==> src/core/igc_defines.svh <==
// Constants of the ignition gate control block: offsets, fields, resets, timing.
// Assumes a 200 MHz mclk; included by bare name from the top and the bench.
`ifndef IGC_DEFINES_SVH
`define IGC_DEFINES_SVH

`define IGC_CLK_MHZ 200
`define IGC_REG_SPARK 4'h0
`define IGC_REG_DAC 4'h4
`define IGC_REG_MODE 4'h8
`define IGC_REG_STATUS 4'hC

`define IGC_SPARK_RESET 12'h90D
`define IGC_DAC_RESET 8'h80
`define IGC_MODE_RESET 2'h0

`define IGC_B_END_LO 0
`define IGC_B_OS_LO 2
`define IGC_B_CLAMP_EN 4
`define IGC_B_GENTLE 5
`define IGC_B_GAIN 6
`define IGC_B_DWELL_EN 8
`define IGC_B_DWELL_LO 9
`define IGC_B_OVL_LO 5
`define IGC_B_GENERAL 0
`define IGC_B_OVL_EN 1

`define IGC_OS_10_US 10
`define IGC_OS_20_US 20
`define IGC_OS_50_US 50
`define IGC_OS_100_US 100
`define IGC_US_CYC(t) ((t) * `IGC_CLK_MHZ)
`define IGC_MS_CYC(t) ((t) * 1000 * `IGC_CLK_MHZ)
`define IGC_DWELL_2_MS 2
`define IGC_DWELL_4_MS 4
`define IGC_DWELL_8_MS 8
`define IGC_DWELL_16_MS 16
`define IGC_DWELL_32_MS 32
`define IGC_DWELL_64_MS 64

`endif

==> src/core/igc_pkg.sv <==
// Types of the ignition gate control block.
// Constants live in igc_defines.svh.
package igc_pkg;
  typedef logic [23:0] igc_count_t;

  typedef struct packed {
    logic [11:0] spark_q;
    logic [7:0] dac_q;
    logic [1:0] mode_q;
    logic ack_q;
    logic [31:0] rdata_q;
    logic gate_prev_q;
    logic gate_on_q;
    logic off_latched_q;
    logic os_fault_q;
    logic dwell_fault_q;
    logic soft_q;
    logic clamp_q;
    logic spark_len_q;
    logic [6:0] offset_pct_q;
  } igc_top_s;

  typedef struct packed {
    igc_count_t count_q;
    logic expired_q;
  } igc_timer_s;
endpackage : igc_pkg

==> src/core/igc_sync.sv <==
// Two-flop synchroniser for a vector of independent pin levels.
// Each bit is a slow level; no bus coherence is implied.
`timescale 1ns/1ps
module igc_sync #(
  parameter int W = 1
) (
  input wire logic mclk, // System clock
  input wire logic rst_n, // Async reset, active low
  input wire logic [W-1:0] async_in, // Pin levels
  output logic [W-1:0] sync_out // Levels in the mclk domain
);
  logic [W-1:0] meta_q;
  logic [W-1:0] stable_q;

  always_ff @(posedge mclk or negedge rst_n) begin
    if (!rst_n) begin
      meta_q <= '0;
      stable_q <= '0;
    end else begin
      meta_q <= async_in;
      stable_q <= meta_q;
    end
  end

  assign sync_out = stable_q;
endmodule : igc_sync

==> src/core/igc_timer.sv <==
// Saturating interval timer: counts while run, clears on clr.
// expired rises once the count has reached limit while running.
`timescale 1ns/1ps
module igc_timer
  import igc_pkg::*;
(
  input wire logic mclk, // System clock
  input wire logic rst_n, // Async reset, active low
  input wire logic clr, // Clear count and expiry
  input wire logic run, // Count this cycle
  input wire igc_count_t limit, // Interval in cycles
  output logic expired // Interval passed, level
);
  igc_timer_s st_q;
  igc_timer_s st_d;

  always_comb begin
    st_d = st_q;
    if (clr) begin
      st_d.count_q = '0;
      st_d.expired_q = 1'b0;
    end else if (run) begin
      if (st_q.count_q >= limit) begin
        st_d.expired_q = 1'b1;
      end else begin
        st_d.count_q = st_q.count_q + 24'h000001;
      end
    end
  end

  always_ff @(posedge mclk or negedge rst_n) begin
    if (!rst_n) begin
      st_q <= '0;
    end else begin
      st_q <= st_d;
    end
  end

  assign expired = st_q.expired_q;
endmodule : igc_timer

==> src/core/igc_top.sv <==
// Ignition control logic of one gate pre-driver channel, Avalon-MM slave.
// Assumes analog comparators outside: begin-spark, end-spark and 135 V primary.
`timescale 1ns/1ps
`include "igc_defines.svh"
module igc_top
  import igc_pkg::*;
#(
  parameter igc_count_t OS_50_CYC = 24'(`IGC_US_CYC(`IGC_OS_50_US)),
  parameter igc_count_t OS_100_CYC = 24'(`IGC_US_CYC(`IGC_OS_100_US)),
  parameter igc_count_t DWELL_2_CYC = 24'(`IGC_MS_CYC(`IGC_DWELL_2_MS)),
  parameter igc_count_t DWELL_4_CYC = 24'(`IGC_MS_CYC(`IGC_DWELL_4_MS)),
  parameter igc_count_t DWELL_8_CYC = 24'(`IGC_MS_CYC(`IGC_DWELL_8_MS)),
  parameter igc_count_t DWELL_16_CYC = 24'(`IGC_MS_CYC(`IGC_DWELL_16_MS)),
  parameter igc_count_t DWELL_32_CYC = 24'(`IGC_MS_CYC(`IGC_DWELL_32_MS)),
  parameter igc_count_t DWELL_64_CYC = 24'(`IGC_MS_CYC(`IGC_DWELL_64_MS))
) (
  input wire logic mclk, // System clock, 200 MHz
  input wire logic rst_n, // Async reset, active low
  input wire logic [3:0] avs_address, // Byte address
  input wire logic avs_read, // Read request
  input wire logic avs_write, // Write request
  input wire logic [3:0] avs_byteenable, // Byte lanes of a write
  input wire logic [31:0] avs_writedata, // Write data
  output logic [31:0] avs_readdata, // Read data
  output logic avs_waitrequest, // Stall
  input wire logic gate_control_in, // Gate input pin from the controller
  input wire logic outputs_off_in, // Output disable pin, high disables
  input wire logic overvoltage_in, // Supply overvoltage comparator
  input wire logic collector_feedback_hi_in, // Feedback above supply plus 21 V
  input wire logic collector_feedback_lo_in, // Feedback below end-spark threshold
  input wire logic primary_high_in, // Primary above 135 V
  input wire logic other_dwell_in, // Another ignition driver is on
  output logic gate_drive_out, // Gate drive command
  output logic low_clamp_out, // Low-voltage clamp active
  output logic spark_length_out, // Spark length level to controller
  output logic [1:0] end_spark_sel_out, // End-spark threshold code to comparator
  output logic gain_two_out, // Current amplifier gain two
  output logic [6:0] max_current_offset_out // Max current threshold raise, percent
);
  localparam int NSYNC = 7;

  igc_top_s st_q;
  igc_top_s st_d;
  logic [NSYNC-1:0] pins;
  logic gate_lvl;
  logic off_lvl;
  logic ov_lvl;
  logic fb_hi;
  logic fb_lo;
  logic prim_hi;
  logic other_on;
  logic ign;
  logic gate_rise;
  logic req;
  logic os_exp;
  logic dwell_exp;
  logic dwell_trip;
  logic dwell_en;
  logic gentle_en;
  logic clamp_en;
  logic dwell_fault_vis;
  igc_count_t os_limit;
  igc_count_t dwell_limit;
  logic [31:0] wr_old;
  logic [31:0] wr_word;

  // Percent raise of the max current threshold for a compensation code
  function automatic logic [6:0] overlap_pct(input logic [2:0] code);
    case (code)
      3'h0: overlap_pct = 7'h00;
      3'h1: overlap_pct = 7'h07;
      3'h2: overlap_pct = 7'h0F;
      3'h3: overlap_pct = 7'h18;
      3'h4: overlap_pct = 7'h23;
      3'h5: overlap_pct = 7'h2F;
      3'h6: overlap_pct = 7'h3F;
      default: overlap_pct = 7'h50;
    endcase
  endfunction : overlap_pct

  // Merge one write into a register under byte enables
  function automatic logic [31:0] be_merge(input logic [31:0] old,
                                           input logic [31:0] wdata,
                                           input logic [3:0] be);
    logic [31:0] res;
    res = old;
    for (int i = 0; i < 4; i++) begin
      if (be[i]) begin
        res[i*8 +: 8] = wdata[i*8 +: 8];
      end
    end
    be_merge = res;
  endfunction : be_merge

  igc_sync #(
    .W(NSYNC)
  ) u_sync (
    .mclk(mclk),
    .rst_n(rst_n),
    .async_in({other_dwell_in, primary_high_in, collector_feedback_lo_in,
               collector_feedback_hi_in, overvoltage_in, outputs_off_in,
               gate_control_in}),
    .sync_out(pins)
  );

  assign gate_lvl = pins[0];
  assign off_lvl = pins[1];
  assign ov_lvl = pins[2];
  assign fb_hi = pins[3];
  assign fb_lo = pins[4];
  assign prim_hi = pins[5];
  assign other_on = pins[6];

  assign ign = !st_q.mode_q[`IGC_B_GENERAL];
  assign gate_rise = gate_lvl && !st_q.gate_prev_q;
  assign dwell_en = st_q.spark_q[`IGC_B_DWELL_EN];
  assign gentle_en = st_q.spark_q[`IGC_B_GENTLE];
  assign clamp_en = st_q.spark_q[`IGC_B_CLAMP_EN];

  always_comb begin
    case (st_q.spark_q[`IGC_B_OS_LO +: 2])
      2'h0: os_limit = 24'(`IGC_US_CYC(`IGC_OS_10_US));
      2'h1: os_limit = 24'(`IGC_US_CYC(`IGC_OS_20_US));
      2'h2: os_limit = OS_50_CYC;
      default: os_limit = OS_100_CYC;
    endcase
  end

  always_comb begin
    case (st_q.spark_q[`IGC_B_DWELL_LO +: 3])
      3'h0: dwell_limit = DWELL_2_CYC;
      3'h1: dwell_limit = DWELL_4_CYC;
      3'h2: dwell_limit = DWELL_8_CYC;
      3'h3: dwell_limit = DWELL_16_CYC;
      3'h4: dwell_limit = DWELL_32_CYC;
      default: dwell_limit = DWELL_64_CYC;
    endcase
  end

  // Addressed register widened to a bus word, base of the byte merge
  always_comb begin
    case (avs_address)
      `IGC_REG_SPARK: wr_old = {20'h00000, st_q.spark_q};
      `IGC_REG_DAC: wr_old = {24'h000000, st_q.dac_q};
      `IGC_REG_MODE: wr_old = {30'h00000000, st_q.mode_q};
      default: wr_old = 32'h00000000;
    endcase
  end

  assign wr_word = be_merge(wr_old, avs_writedata, avs_byteenable);

  // Open-secondary timer: runs above 135 V, clears on the fall or a new dwell
  igc_timer u_os_timer (
    .mclk(mclk),
    .rst_n(rst_n),
    .clr(!prim_hi || gate_rise),
    .run(prim_hi && ign),
    .limit(os_limit),
    .expired(os_exp)
  );

  // Dwell timer: runs while the gate is driven, clears with the gate input low
  igc_timer u_dwell_timer (
    .mclk(mclk),
    .rst_n(rst_n),
    .clr(!gate_lvl),
    .run(ign && st_q.gate_on_q),
    .limit(dwell_limit),
    .expired(dwell_exp)
  );

  assign dwell_trip = ign && dwell_en && dwell_exp;
  assign dwell_fault_vis = st_q.dwell_fault_q && dwell_en;
  assign req = avs_read || avs_write;

  always_comb begin
    st_d = st_q;
    st_d.gate_prev_q = gate_lvl;
    // One wait cycle per access; the answer stands in the ack cycle
    st_d.ack_q = req && !st_q.ack_q;
    if (avs_read && !st_q.ack_q) begin
      case (avs_address)
        `IGC_REG_SPARK: st_d.rdata_q = {20'h00000, st_q.spark_q};
        `IGC_REG_DAC: st_d.rdata_q = {24'h000000, st_q.dac_q};
        `IGC_REG_MODE: st_d.rdata_q = {30'h00000000, st_q.mode_q};
        `IGC_REG_STATUS: st_d.rdata_q = {26'h0000000, dwell_fault_vis, st_q.os_fault_q,
                                         st_q.clamp_q, st_q.spark_len_q,
                                         st_q.gate_on_q, gate_lvl};
        default: st_d.rdata_q = 32'h00000000;
      endcase
    end
    if (avs_write && st_q.ack_q) begin
      case (avs_address)
        `IGC_REG_SPARK: st_d.spark_q = wr_word[11:0];
        `IGC_REG_DAC: st_d.dac_q = wr_word[7:0];
        `IGC_REG_MODE: st_d.mode_q = wr_word[1:0];
        default: st_d.mode_q = st_q.mode_q;
      endcase
    end

    // Shutdown latches release with the gate input low or in general mode
    if (!gate_lvl) begin
      st_d.off_latched_q = 1'b0;
      st_d.soft_q = 1'b0;
    end
    if (gate_rise) begin
      st_d.os_fault_q = 1'b0;
      st_d.dwell_fault_q = 1'b0;
    end
    if (dwell_trip) begin
      st_d.off_latched_q = 1'b1;
      st_d.dwell_fault_q = 1'b1;
    end
    if (ign && gentle_en && st_q.gate_on_q && (off_lvl || ov_lvl)) begin
      st_d.soft_q = 1'b1;
    end
    if (ign && os_exp) begin
      st_d.os_fault_q = 1'b1;
    end
    if (!ign) begin
      st_d.os_fault_q = 1'b0;
      st_d.dwell_fault_q = 1'b0;
      st_d.soft_q = 1'b0;
      st_d.off_latched_q = 1'b0;
    end

    st_d.gate_on_q = gate_lvl && !st_d.off_latched_q && !off_lvl && !ov_lvl;
    st_d.clamp_q = ign && ((st_d.dwell_fault_q && dwell_en && gentle_en)
                   || st_d.soft_q
                   || (st_d.os_fault_q && clamp_en));

    if (!ign) begin
      st_d.spark_len_q = 1'b0;
    end else if (fb_hi) begin
      st_d.spark_len_q = 1'b1;
    end else if (fb_lo) begin
      st_d.spark_len_q = 1'b0;
    end

    if (ign && st_q.mode_q[`IGC_B_OVL_EN]
        && other_on && st_q.gate_on_q) begin
      st_d.offset_pct_q = overlap_pct(st_q.dac_q[`IGC_B_OVL_LO +: 3]);
    end else begin
      st_d.offset_pct_q = 7'h00;
    end
  end

  always_ff @(posedge mclk or negedge rst_n) begin
    if (!rst_n) begin
      st_q <= '0;
      st_q.spark_q <= `IGC_SPARK_RESET;
      st_q.dac_q <= `IGC_DAC_RESET;
      st_q.mode_q <= `IGC_MODE_RESET;
    end else begin
      st_q <= st_d;
    end
  end

  assign avs_waitrequest = req && !st_q.ack_q;
  assign avs_readdata = st_q.rdata_q;
  assign gate_drive_out = st_q.gate_on_q;
  assign low_clamp_out = st_q.clamp_q;
  assign spark_length_out = st_q.spark_len_q;
  assign end_spark_sel_out = st_q.spark_q[`IGC_B_END_LO +: 2];
  assign gain_two_out = st_q.spark_q[`IGC_B_GAIN];
  assign max_current_offset_out = st_q.offset_pct_q;
endmodule : igc_top

==> config.mk <==
export PLATFORM = sky130hd
export DESIGN_NAME = igc_top
export DESIGN_NICKNAME = d
export VERILOG_FILES = /design/src/core/igc_pkg.sv /design/src/core/igc_sync.sv /design/src/core/igc_timer.sv /design/src/core/igc_top.sv
export VERILOG_INCLUDE_DIRS = /design/src /design/src/core
export SDC_FILE = /design/constraint.sdc
export NUM_CORES = 1
export LEC_CHECK = 0
export ABC_AREA = 1
export BUFFER_PORTS_ARGS = -buffer_cell sky130_fd_sc_hd__buf_2
export CORE_ASPECT_RATIO = 1.2
export CORE_MARGIN = 5
export CORE_UTILIZATION = 25
export DETAILED_ROUTE_END_ITERATION = 12
export GPL_TIMING_DRIVEN = 0
export PLACE_DENSITY = 0.48
export SLEW_MARGIN = 10
export SYNTH_ARGS = -nofsm -noshare
export SYNTH_HDL_FRONTEND = slang
export SYNTH_SLANG_ARGS = --single-unit
==> constraint.sdc <==
create_clock -name mclk -period 3.3 [get_ports mclk]
set_clock_uncertainty 0.05 [all_clocks]
set_input_delay 0.99 -clock mclk [delete_from_list [all_inputs] [get_ports mclk]]
set_output_delay 0.99 -clock mclk [all_outputs]
set_load 0.1 [all_outputs]
Word level (Yosys, flattened, before mapping)
Cells that the tools add are included.
Widths: inputs -> output; s select.

storage, ports and cells
  bits of input ports = 51
  flip-flop bits (word level) = 134

operators by class
  $lt $le $gt $ge = 2
  add/subtract/negate cells = 2
  mux-type cells = 27
  reductions and logical operators = 51
  eq/ne operators = 19

operators with widths
  cell                   number
  $pmux 24 s5            1
  $mux 25                4
  $pmux 7 s7             1
  $add 24x1->24 const B  2
  $mux 24                2
  $pmux 12 s4            1
  $pmux 15 s3            1
  $ge 24x15->1           1
  $ge 24x24->1           1
  $pmux 12 s2            1
  $logic_and 1x1->1      23
  $reduce_and 2->1       7
  $eq 3x2->1 const B     4
  $eq 3x3->1 const B     4
  $mux 1                 11
  $eq 4x4->1 const B     2
  $mux 4                 2
  $mux 8                 1
  $logic_not 1->1        7
  $mux 7                 1
  $eq 3x1->1 const B     2
  $logic_not 3->1        2
  $ne 2x1->1 const B     3
  $reduce_bool 3->1      2
  10 further kinds       15

Longest topological paths before layout
Gate-level depths: netlist of run 1.

  word-level depth = 11
  depth in mapped cells = 17
  gate-level depth less buffers = 16

By module
From an unflattened synthesis of run 1, not the netlist that was laid out.

second synthesis, totals
  cell total of the unflattened synthesis = 1094
  area, all modules = 8046.5 um^2

modules (own cells, without submodules)
  module     cells an instance  area an instance (um^2)  times used
  igc_timer  366                2474.9                   2
  igc_top    348                2746.4                   1
  igc_sync   14                 350.3                    1

Worst setup path before layout of run 1
Ideal clock, no wire load.

  path kind = input port to output port
  start = input port avs_read
  end = output port avs_waitrequest
  setup slack = -0.042 ns
  data arrival time = 2.302 ns
  data required time = 2.260 ns
  path buffers = 0
  stages = 2
  cells stage by stage = nor2_1 > nor2_1

on the way
  cells in the longest elaborated chain, start to end = 2

RTL lines
  what               RTL line        text
  from (decl)        igc_top.sv:20   input wire logic avs_read,
  $logic_or 1x1->1   igc_top.sv:174  assign req = avs_read || avs_write;
  $logic_and 1x1->1  igc_top.sv:259  assign avs_waitrequest = req && !st_q.ack_q;
  to (decl)          igc_top.sv:25   output logic avs_waitrequest,

No other way between the ends.

Worst setup path in the final report of run 1
  start = register st_q[69] (netlist name)
  end = register u_dwell_timer.st_q[11] (netlist name)

on the way
  cells in the longest elaborated chain, start to end = 5

RTL lines
  what                                      RTL line         text
  from (decl)                               igc_top.sv:42    igc_top_s st_q;
  from (signal assigned)                    igc_top.sv:255   st_q <= st_d;
  $eq 3x3->1, or another cell as far along  igc_top.sv:130   case (st_q.spark_q[`IGC_B_DWELL_LO +: 3])
  $pmux 24 s5 *                             igc_top.sv:130
  $ge 24x24->1 *                            igc_timer.sv:23  if (st_q.count_q >= limit) begin
  $ne 2x2->1 (no line) *                    -
  $reduce_and 2->1 (no line) *              -
  to (signal assigned)                      igc_timer.sv:35  st_q <= st_d;
  to (decl)                                 igc_timer.sv:14  igc_timer_s st_q;

Every way passes the cells marked *; elsewhere a longest branch is shown, timed or not.
A chain may end at the register's enable or synchronous reset.

==> flow_metrics.tcl, run 1 <==
set metrics [dict create \
    status "completed" \
    setup_violations 0 \
    ant_nets 0 \
    final_cell_mix "233 x nand2_1, 107 x dfrtp_1, 101 x nor2_1" \
    crit_slowest_cell "dfstp_2" \
    crit_fanout 10 \
    num_vias 5773 \
    drv_cap 0 \
    drc 0 \
    gp_congestion 0.8457 \
    p_total_w 0.004288 \
    h-tree-depth 4 \
    slew_headroom_pct 60.90 \
    clock-sinks 113 \
    wirelength_microns 18210 \
    synth_top_area_share_pct 39.84 \
    syn-cell-area_sq_um 6721 \
    dp.cells 1294 \
    die_area_sq_um 30280 \
    drt_iter0_markers 314 \
    hold_slack_ns 0.2933 \
    gr-total-overflow 0 \
    core.rowCount 65 \
    viasPerCell 4.354 \
    worst_ep_required_time_ns 3.54 \
    seq_area_frac_synth_pct 42.18 \
    cts_tree "built" \
    die_w_microns 159.7 \
    synth_top_cell_by_area "dfrtp_1" \
    num_antenna_cells 0 \
    cts_buffers 17 \
    die_height_microns 189.6 \
    nFillCells 2889 \
    leakage_nw 4.183 \
    antenna_found_initial 0 \
    worst_setup_path_end_kind "flip-flop" \
    clockBufferDepth 2 \
    min_period_ns 2.932 \
    top_level_ports 97 \
    criticalPathCategory "reg -> reg" \
    cts_resized 0 \
    grt_max_degree 79 \
    arrival_ns 3.18 \
    worstHoldPathType "reg -> reg" \
    ys_types 37 \
    avgSynthCellArea_sq_um 7.595 \
    fin_area_sq_um 8138 \
    grt_pass1_vias 5844 \
    start_util_pct 25.43 \
    rsz0062_at_grt "false" \
    yosys_most_used_dff "dfrtp_1" \
    place_area_sq_um 7518 \
    synth.area.top_cells "dfrtp_1 40%, nand2_1 13%, nand3_1 6.6%, nor2_1 5.7%, ha_1 5.4%" \
    synth_seq_cells 113 \
    fin_cells 1326 \
    cts_root_buf "clkbuf_16" \
    worstMarginPinSlew_ns 0.5865 \
    slew_viol_final 0 \
    portBuffers 54 \
    cts_post_setup_buffers_inserted 0 \
    wire_per_inst_microns 13.73 \
    syn_inst 885 \
    cpPeakStageDelay_ns 0.56 \
    drive_above_1_share_pct 16.15 \
    clkLatencyLatePin_ns 0.42 \
    grt_pass1_wl_microns 30290 \
    grtUsageTotal_pct 12.47 \
    fin_crit_sh_pct 88.84 \
    layout.cells.most_common "nand2_1" \
    holdBufCountCts 0 \
    synth_edf_count 0 \
    cpMostUsedCell "nand2_1" \
    dpl.hpwl_microns 13740 \
    timing.fmax_mhz 341.1 \
    power_density_nw_per_um2 527.0 \
    synth_warnings 0 \
    firstDrtPassIters 4 \
    critPathLaunchType "flip-flop" \
    crit_chain "clkinv_1, nor2_1, inv_1, nand2_1, nand2_1, ha_1, nand2_1, a21oi_1, o21ai_0, nand3_2, nor2_4, nand2_4, buf_6, nand3_1, nand2_1" \
    core_sq_um 26430 \
    nets 1058 \
    ys_async_sr_fraction_pct 100.0 \
    ir_drop_uv 345.3 \
    cts.clk_slew.worst_paths_ns 0.05 \
    syn2layout_area_growth_pct 21.07 \
    hold_violations 0 \
]
-- critical path, delay by kind of cell (launching register included) --
family | cells | cell delay (ns)
buffers and inverters | 3 | 0.53
AO/OA/AOI/OAI | 2 | 0.24
adder cells (fa/ha/maj) | 1 | 0.29
flip-flops | 1 | 0.56
AND/OR/NAND/NOR | 9 | 1.13
-- stage by stage --
| step | util [%] | TNS, ns | worst slack, ns |
|---|---|---|---|
| 5_1_grt | 30.79 | 0 | 0.1103 |
| 3_5_place_dp | 28.44 | 0 | 0.3447 |
| 6_report | 30.79 | 0 | 0.3682 |
| 3_3_place_gp | 28.32 | -50.05 | -0.4881 |
| 2_1_floorplan | - | 0 | 0.4448 |
| 4_1_cts | 30.79 | 0 | 0.3224 |
-- final cells by class --
cell class / count / area (sq um) / area share [%]
Sequential cell: 113 / 2835 / 34.84
Clock buffer: 24 / 491.7 / 6.042
Clock inverter: 8 / 127.6 / 1.568
Inverter: 99 / 371.6 / 4.566
Buffer: 63 / 431.7 / 5.304
Multi-Input combinational cell: 629 / 3157 / 38.79
Tap cell: 335 / 419.2 / 5.151
Timing Repair Buffer: 55 / 304.0 / 3.736
-- Yosys cell counts, types with 4 or more instances --
cell type / instances
a21oi_1: 17
buf_2: 6
buf_4: 44
clkbuf_1: 8
dfrtp_1: 107
dfstp_2: 6
ha_1: 29
inv_1: 96
nand2_1: 233
nand3_1: 89
nand4_1: 25
nor2_1: 102
nor3_1: 11
o211ai_1: 5
o21ai_0: 39
or2_2: 4
xnor2_1: 5
xor2_1: 21
-- sequential cells by signal, summed over array words and instances (netlist names), 2 cells and up --
name	count
u_dwell_timer.st_q	24
u_os_timer.st_q	24
st_q	22
avs_readdata	12
u_sync.meta_q	7
u_sync.sync_out	7
max_current_offset_out	6
end_spark_sel_out	2
-- report_power, final --
part           internal [W]  leakage (nW)  switching (W)
clock               0.00127         0.297       0.000658
combinational      0.000201          2.40       0.000590
sequential          0.00149          1.49      0.0000847
total               0.00296          4.18        0.00133
-- routing by layer --
| layer | vias up | global-route usage [%] | share of wire (%) |
|---|---|---|---|
| met4 | 0 | 4.708 | 1.3 |
| met3 | 18 | 2.319 | 2.7 |
| met2 | 89 | 21.20 | 50 |
| met5 | - | 0 | 0 |
| met1 | 2686 | 15.77 | 46 |
| li1 | 2980 | - | - |
-- cell families after synthesis --
group,synth area share [%]
fa+ha+maj,5.398
flops,42.18
xor+xnor,3.388
simple gates,30.53
other cells,0.05579
compound gates,6.497
buf+inv,11.95
-- path summary, 6_finish.rpt --
kind                                  start                      to  slack, ns  depth (start not counted)
min                        u_sync.meta_q[3]      u_sync.sync_out[3]       0.29                          0
min in group asynchronous             rst_n      u_sync.sync_out[5]       0.42                          1
max reg2reg                        st_q[69]  u_dwell_timer.st_q[11]       0.37                         15
max                                st_q[69]  u_dwell_timer.st_q[11]       0.37                         15
max in group asynchronous             rst_n                st_q[69]       2.01                          2
min reg2reg                u_sync.meta_q[3]      u_sync.sync_out[3]       0.29                          0
(Power assumes the default switching activity.)
==> inputs of run 2 (changes only) <==
ABC_AREA = 0   (was 1)
PLACE_DENSITY = 0.49   (was 0.48)
==> run 2 against run 1 <==
Effect of this change: combinational power down 19%; sequential power down 3%; first-iteration DRC count down 29%; non-clock buffer count up 3; critical path depth down 4; via count down 17%; maximum frequency down 4.3%; design area down 7.1%; power down 2.7%; die area down 8.3%; clock power up 4%; area after synthesis down 8.8%.
==> flow_metrics.tcl, run 2 <==
set metrics [dict create \
    slew_headroom_pct 60.26 \
    combPwrFrac_pct 15.4 \
    holdBufCountCts 0 \
    synth_top_cell_by_area "dfrtp_1" \
    crit_fanout 10 \
    start_util_pct 25.49 \
    worst_ep_required_time_ns 3.58 \
    crit_slowest_cell "or4_1" \
    timing.fmax_mhz 326.3 \
    setup_violations 0 \
    grt_pass1_wl_microns 25190 \
    viasPerCell 4.572 \
    seqPwrFrac_pct 36.5 \
    worst_setup_path_end_kind "flip-flop" \
    num_vias 4801 \
    grtUsageTotal_pct 11.15 \
    num_antenna_cells 0 \
    avgSynthCellArea_sq_um 9.794 \
    ys_async_sr_fraction_pct 100.0 \
    drc 0 \
    synth_seq_cells 113 \
    clock-sinks 113 \
    clockBufferDepth 2 \
    min_period_ns 3.064 \
    synth_edf_count 0 \
    portBuffers 52 \
    syn_inst 626 \
    h-tree-depth 4 \
    grt_max_degree 68 \
    ant_nets 0 \
    clkPwrFrac_pct 48.2 \
    ys_types 58 \
    criticalPathCategory "reg -> reg" \
    cts_tree "built" \
    synthTopCellsByCount "107 x dfrtp_1, 65 x nand2_1, 50 x a21oi_1, 41 x buf_4, 35 x nor2_1" \
    nets 797 \
    min_to "u_sync.sync_out[6]" \
    yosys_most_used_dff "dfrtp_1" \
    drive_above_1_share_pct 24.52 \
    worstMarginPinSlew_ns 0.5960 \
    synth.area.top_cells "dfrtp_1 44%, ha_1 5.9%, buf_4 5.0%, a21oi_1 4.1%, nand2_1 4.0%" \
    grt_pass1_vias 4897 \
    reg2reg_from "st_q[67]" \
    hp-start "u_sync.meta_q[6]" \
    netSwitchingFraction_pct 29.46 \
    antenna_found_initial 0 \
    leakage_nw 3.413 \
    gr-total-overflow 0 \
    rsz0062_at_grt "false" \
    hold_slack_ns 0.2963 \
    top_level_ports 97 \
    slew_viol_final 0 \
    startpoint "st_q[67]" \
    p_int_w 0.002943 \
    layout.cells.most_common "dfrtp_1" \
    power_density_nw_per_um2 552.2 \
    arrival_ns 3.35 \
    wirelength_microns 15120 \
    synth_top_area_share_pct 43.67 \
    clkLatencyLatePin_ns 0.41 \
    reg2regPathDepth 11 \
    wire_per_inst_microns 14.40 \
    die_area_sq_um 27770 \
    die_height_microns 181.5 \
    drv_cap 0 \
    dpl.hpwl_microns 10900 \
    die_w_microns 153.0 \
    hold_violations 0 \
    seq_area_frac_synth_pct 46.24 \
    hold-path-cell-count 0 \
    cpPeakStageDelay_ns 0.50 \
    r2r-end "u_dwell_timer.st_q[18]" \
    cts_buffers 17 \
    synth_most_common_cell "dfrtp_1" \
    synth_warnings 0 \
    ir_drop_uv 313.2 \
    cts_root_buf "clkbuf_16" \
    fin_crit_sh_pct 92.86 \
    cts.clk_slew.worst_paths_ns 0.06 \
    critPathLaunchType "flip-flop" \
    gp_congestion 0.7790 \
    drt_iter0_markers 222 \
    worstHoldPathType "reg -> reg" \
    firstDrtPassIters 4 \
    final_cell_mix "107 x dfrtp_1, 65 x nand2_1, 54 x buf_2" \
    syn-cell-area_sq_um 6131 \
    core.rowCount 62 \
    syn2layout_area_growth_pct 23.24 \
    largest_registers "u_dwell_timer.st_q x24, u_os_timer.st_q x24, st_q x22" \
    r2r_slack_ns 0.24 \
    core_sq_um 24050 \
    place_area_sq_um 6899 \
    status "completed" \
    p_switching_w 0.001229 \
    crit_chain "clkbuf_2, or2_2, nor2_1, ha_1, nor4b_1, a31oi_1, a211o_1, nand4_2, buf_6, or4_1, a21oi_1" \
    fin_area_sq_um 7556 \
]
run 2: logic make-up (layout without fill, tap and decap cells):
group | count (synthesis) | count (layout) | share of synthesized area [%]
AOI/OAI and AO/OA | 130 | 130 | 13.18
xor gates and xnor gates | 19 | 19 | 2.714
adders and majority gates | 29 | 29 | 5.918
buffers and inverters | 95 | 180 | 9.061
DFF | 113 | 113 | 46.24
muxes | 19 | 19 | 3.490
other | 1 | 20 | 0.06117
and+or+nand+nor | 220 | 220 | 19.33
run 2: final cells by class:
cell class | count | area [sq um]
Inverter | 27 | 101.3
Clock inverter | 14 | 202.7
Clock buffer | 18 | 439.2
Multi-Input combinational cell | 437 | 2823
Tap cell | 320 | 400.4
Fill cell | 2557 | 16490
Sequential cell | 113 | 2835
Buffer | 67 | 452.9
Timing Repair Buffer | 54 | 301.5
run 2: timing repair:
item | 4_1_cts | 5_1_grt
resized for setup | 0 | 6
buffers inserted | 0 | 1
pin swaps | 0 | 1
setup endpoints to repair | 24 | 24
run 2: critical path: cells and delay by family, from the launching register on:
kind | cells | cell delay [ns]
adders and majority gates | 1 | 0.25
buffers and inverters | 2 | 0.40
AOI/OAI and AO/OA | 3 | 0.62
and+or+nand+nor | 5 | 1.28
DFF | 1 | 0.38
run 2: how the worst max path moves through the flow:
stage,to,slack [ns],depth (start not counted)
global route,u_dwell_timer.st_q[8],0.02,11
global placement,st_q[67],-0.34,1
CTS,u_dwell_timer.st_q[18],0.04,13
floorplan,u_dwell_timer.st_q[7],0.24,13
finish,u_dwell_timer.st_q[18],0.24,11
detailed placement,u_dwell_timer.st_q[10],-0.19,13
run 2: per-layer routing:
layer  track usage, %  up-vias  part of all wire [%]
li1                 -     2348                     -
met1            14.23     2334                    45
met2            18.33       97                    49
met3            3.214       22                   4.4
met4            3.387        0                   1.3
met5                0        -                     0
run 2: per-stage QoR:
| step | TNS [ns] | instances | power [W] | util (%) | setup slack, ns |
|---|---|---|---|---|---|
| after floorplan | 0 | 645 | 0.002019 | - | 0.2445 |
| after global placement | -39.28 | 1017 | 0.002178 | 28.55 | -0.3354 |
| after detailed placement | -3.795 | 1018 | 0.002185 | 28.69 | -0.1927 |
| after CTS | 0 | 1049 | 0.004223 | 31.34 | 0.03607 |
| after global routing | 0 | 1050 | 0.004364 | 31.42 | 0.02140 |
| final | 0 | 1050 | 0.004172 | 31.42 | 0.2356 |
run 2: power groups by stage:
stage	registers [W]	clock network (W)	logic, W
floorplan	0.00155	0	0.000465
global placement	0.00154	0	0.000635
detailed placement	0.00154	0	0.000643
CTS	0.00152	0.00206	0.000641
global route	0.00153	0.00213	0.000707
finish	0.00152	0.00201	0.000641
==> inputs of run 3 (changes only) <==
CORE_ASPECT_RATIO = 0.6   (was 1.2)
==> run 3 against run 2 <==
Effect of this change: combinational power is 3% higher; sequential share of layout area is 0.087 points higher; highest routed layer unchanged; power is 3.0% lower; largest cell class unchanged.
==> flow_metrics.tcl, run 3 (synthesis results as in run 2) <==
set metrics [dict create \
    crit_fanout 10 \
    grt_max_degree 85 \
    gr-total-overflow 0 \
    dpl.hpwl_microns 11990 \
    drv_cap 0 \
    final_util_pct 31.19 \
    clkLatencyLatePin_ns 0.41 \
    critPathLaunchType "flip-flop" \
    holdBufCountCts 0 \
    crit_slowest_cell "or4_1" \
    p_total_w 0.004046 \
    final_cell_mix "107 x dfrtp_1, 65 x nand2_1, 54 x buf_2" \
    crit_cells 12 \
    fin_crit_sh_pct 93.70 \
    combPwrFrac_pct 16.3 \
    netSwitchingFraction_pct 28.85 \
    power_density_nw_per_um2 536.7 \
    reg2reg_from "st_q[67]" \
    min_period_ns 3.092 \
    tns_ns 0 \
    die_area_sq_um 27860 \
    crit_chain "clkbuf_2, or2_2, nand2_1, o21ai_0, ha_1, a21oi_1, o21ai_0, a22oi_2, nand4_2, buf_6, or4_1, a21oi_1" \
    slew_viol_final 0 \
    seqPwrFrac_pct 37.8 \
    criticalPathCategory "reg -> reg" \
    grt_pass1_wl_microns 25880 \
    ant_nets 0 \
    top_level_ports 97 \
    r2r_slack_ns 0.21 \
    wire_per_inst_microns 15.18 \
    r2r-end "u_dwell_timer.st_q[15]" \
    viasPerCell 4.505 \
    cts_tree "built" \
    crit_buf_inv 2 \
    cpPeakStageDelay_ns 0.49 \
    cts.clk_slew.worst_paths_ns 0.05 \
    timing.fmax_mhz 323.4 \
    syn2layout_area_growth_pct 22.96 \
    nets 799 \
    grt_pass1_vias 4502 \
    ir_drop_uv 324.4 \
    hold_violations 0 \
    die_w_microns 212.2 \
    portBuffers 52 \
    cp_top_family "simple AND/OR/NAND/NOR gates" \
    rsz0062_at_grt "false" \
    worst_setup_path_end_kind "flip-flop" \
    num_antenna_cells 0 \
    arrival_ns 3.36 \
    nFillCells 2503 \
    layout.cells.most_common "dfrtp_1" \
    largest_registers "u_dwell_timer.st_q x24, u_os_timer.st_q x24, st_q x22" \
    antenna_found_initial 0 \
    core.rowCount 44 \
    core_sq_um 24170 \
    leakage_nw 3.408 \
    drive_above_1_share_pct 24.45 \
    wirelength_microns 16000 \
    drc 0 \
    worst_ep_required_time_ns 3.56 \
    drt_iter0_markers 408 \
    h-tree-depth 4 \
    p_switching_w 0.001167 \
    worstMarginPinSlew_ns 0.6341 \
    crit_end "u_dwell_timer.st_q[15]" \
    grtUsageTotal_pct 11.81 \
    setup_violations 0 \
    clock-sinks 113 \
    gp_congestion 0.8196 \
    start_util_pct 25.37 \
    firstDrtPassIters 5 \
    cts_root_buf "clkbuf_16" \
    slew_headroom_pct 57.28 \
    num_vias 4748 \
    fin_cells 1054 \
    worstHoldPathType "reg -> reg" \
    startpoint "st_q[67]" \
    p_int_w 0.002879 \
    cts_buffers 17 \
    die_height_microns 131.3 \
    status "completed" \
    reg2regPathDepth 12 \
    dp.cells 1020 \
    clockBufferDepth 2 \
    clkPwrFrac_pct 45.9 \
]
[run 3: worst min-delay path by stage]
stage                     cells after the start                  to              from
final                                         0  u_sync.sync_out[1]  u_sync.meta_q[1]
after global routing                          0  u_sync.sync_out[4]  u_sync.meta_q[4]
after CTS                                     0  u_sync.sync_out[1]  u_sync.meta_q[1]
after detailed placement                      0  u_sync.sync_out[1]  u_sync.meta_q[1]
after global placement                        0  u_sync.sync_out[1]  u_sync.meta_q[1]
after floorplan                               0  u_sync.sync_out[0]  u_sync.meta_q[0]
[run 3: through the flow]
| step | worst slack [ns] | hold WS [ns] | area, sq um |
|---|---|---|---|
| floorplan | 0.2445 | 0.2812 | 6205 |
| global placement | -0.3248 | 0.2881 | 6868 |
| detailed placement | -0.2008 | 0.2847 | 6902 |
| CTS | 0.02978 | 0.2962 | 7497 |
| global route | 0.002191 | 0.3036 | 7538 |
| finish | 0.2079 | 0.2947 | 7538 |
[run 3: power by group through the flow]
stage | combinational (W) | clock [W] | sequential (W)
2_1_floorplan | 0.000465 | 0 | 0.00155
3_5_place_dp | 0.000650 | 0 | 0.00155
3_3_place_gp | 0.000642 | 0 | 0.00155
5_1_grt | 0.000723 | 0.00198 | 0.00154
4_1_cts | 0.000647 | 0.00190 | 0.00153
6_report | 0.000658 | 0.00186 | 0.00153
[run 3: area by class of cell]
type | count | area [sq um] | share of cell area [%]
flip-flops and latches | 113 | 2835 | 37.61
multi-input cells | 437 | 2830 | 37.54
well taps | 322 | 402.9 | 5.344
repair buffers | 56 | 316.6 | 4.199
plain buffers | 67 | 452.9 | 6.008
clock inverters | 9 | 131.4 | 1.743
inverters | 27 | 101.3 | 1.344
clock buffers | 23 | 467.9 | 6.207
[run 3: worst register-to-register path, cell delays in order, from the launching register on]
cell and delay, ns:
dfrtp_1 0.37, clkbuf_2 0.21, or2_2 0.35, nand2_1 0.07, o21ai_0 0.08, ha_1 0.30, a21oi_1 0.15, o21ai_0 0.12
a22oi_2 0.24, nand4_2 0.17, buf_6 0.21, or4_1 0.50, a21oi_1 0.19
[run 3: per-layer routing]
metal | track usage (%) | vias to the layer above | wire length (microns)
li1 | - | 2358 | -
met2 | 14.23 | 104 | 5755
met3 | 3.049 | 4 | 791
met5 | 0 | - | 0
met4 | 2.681 | 0 | 61
met1 | 20.04 | 2282 | 9389
[run 3: repair_timing]
| item | 4_1_cts | 5_1_grt |
|---|---|---|
| gates resized for setup | 0 | 8 |
| pin swaps | 0 | 1 |
| setup buffers | 0 | 3 |
| endpoints found under the setup margin | 24 | 24 |
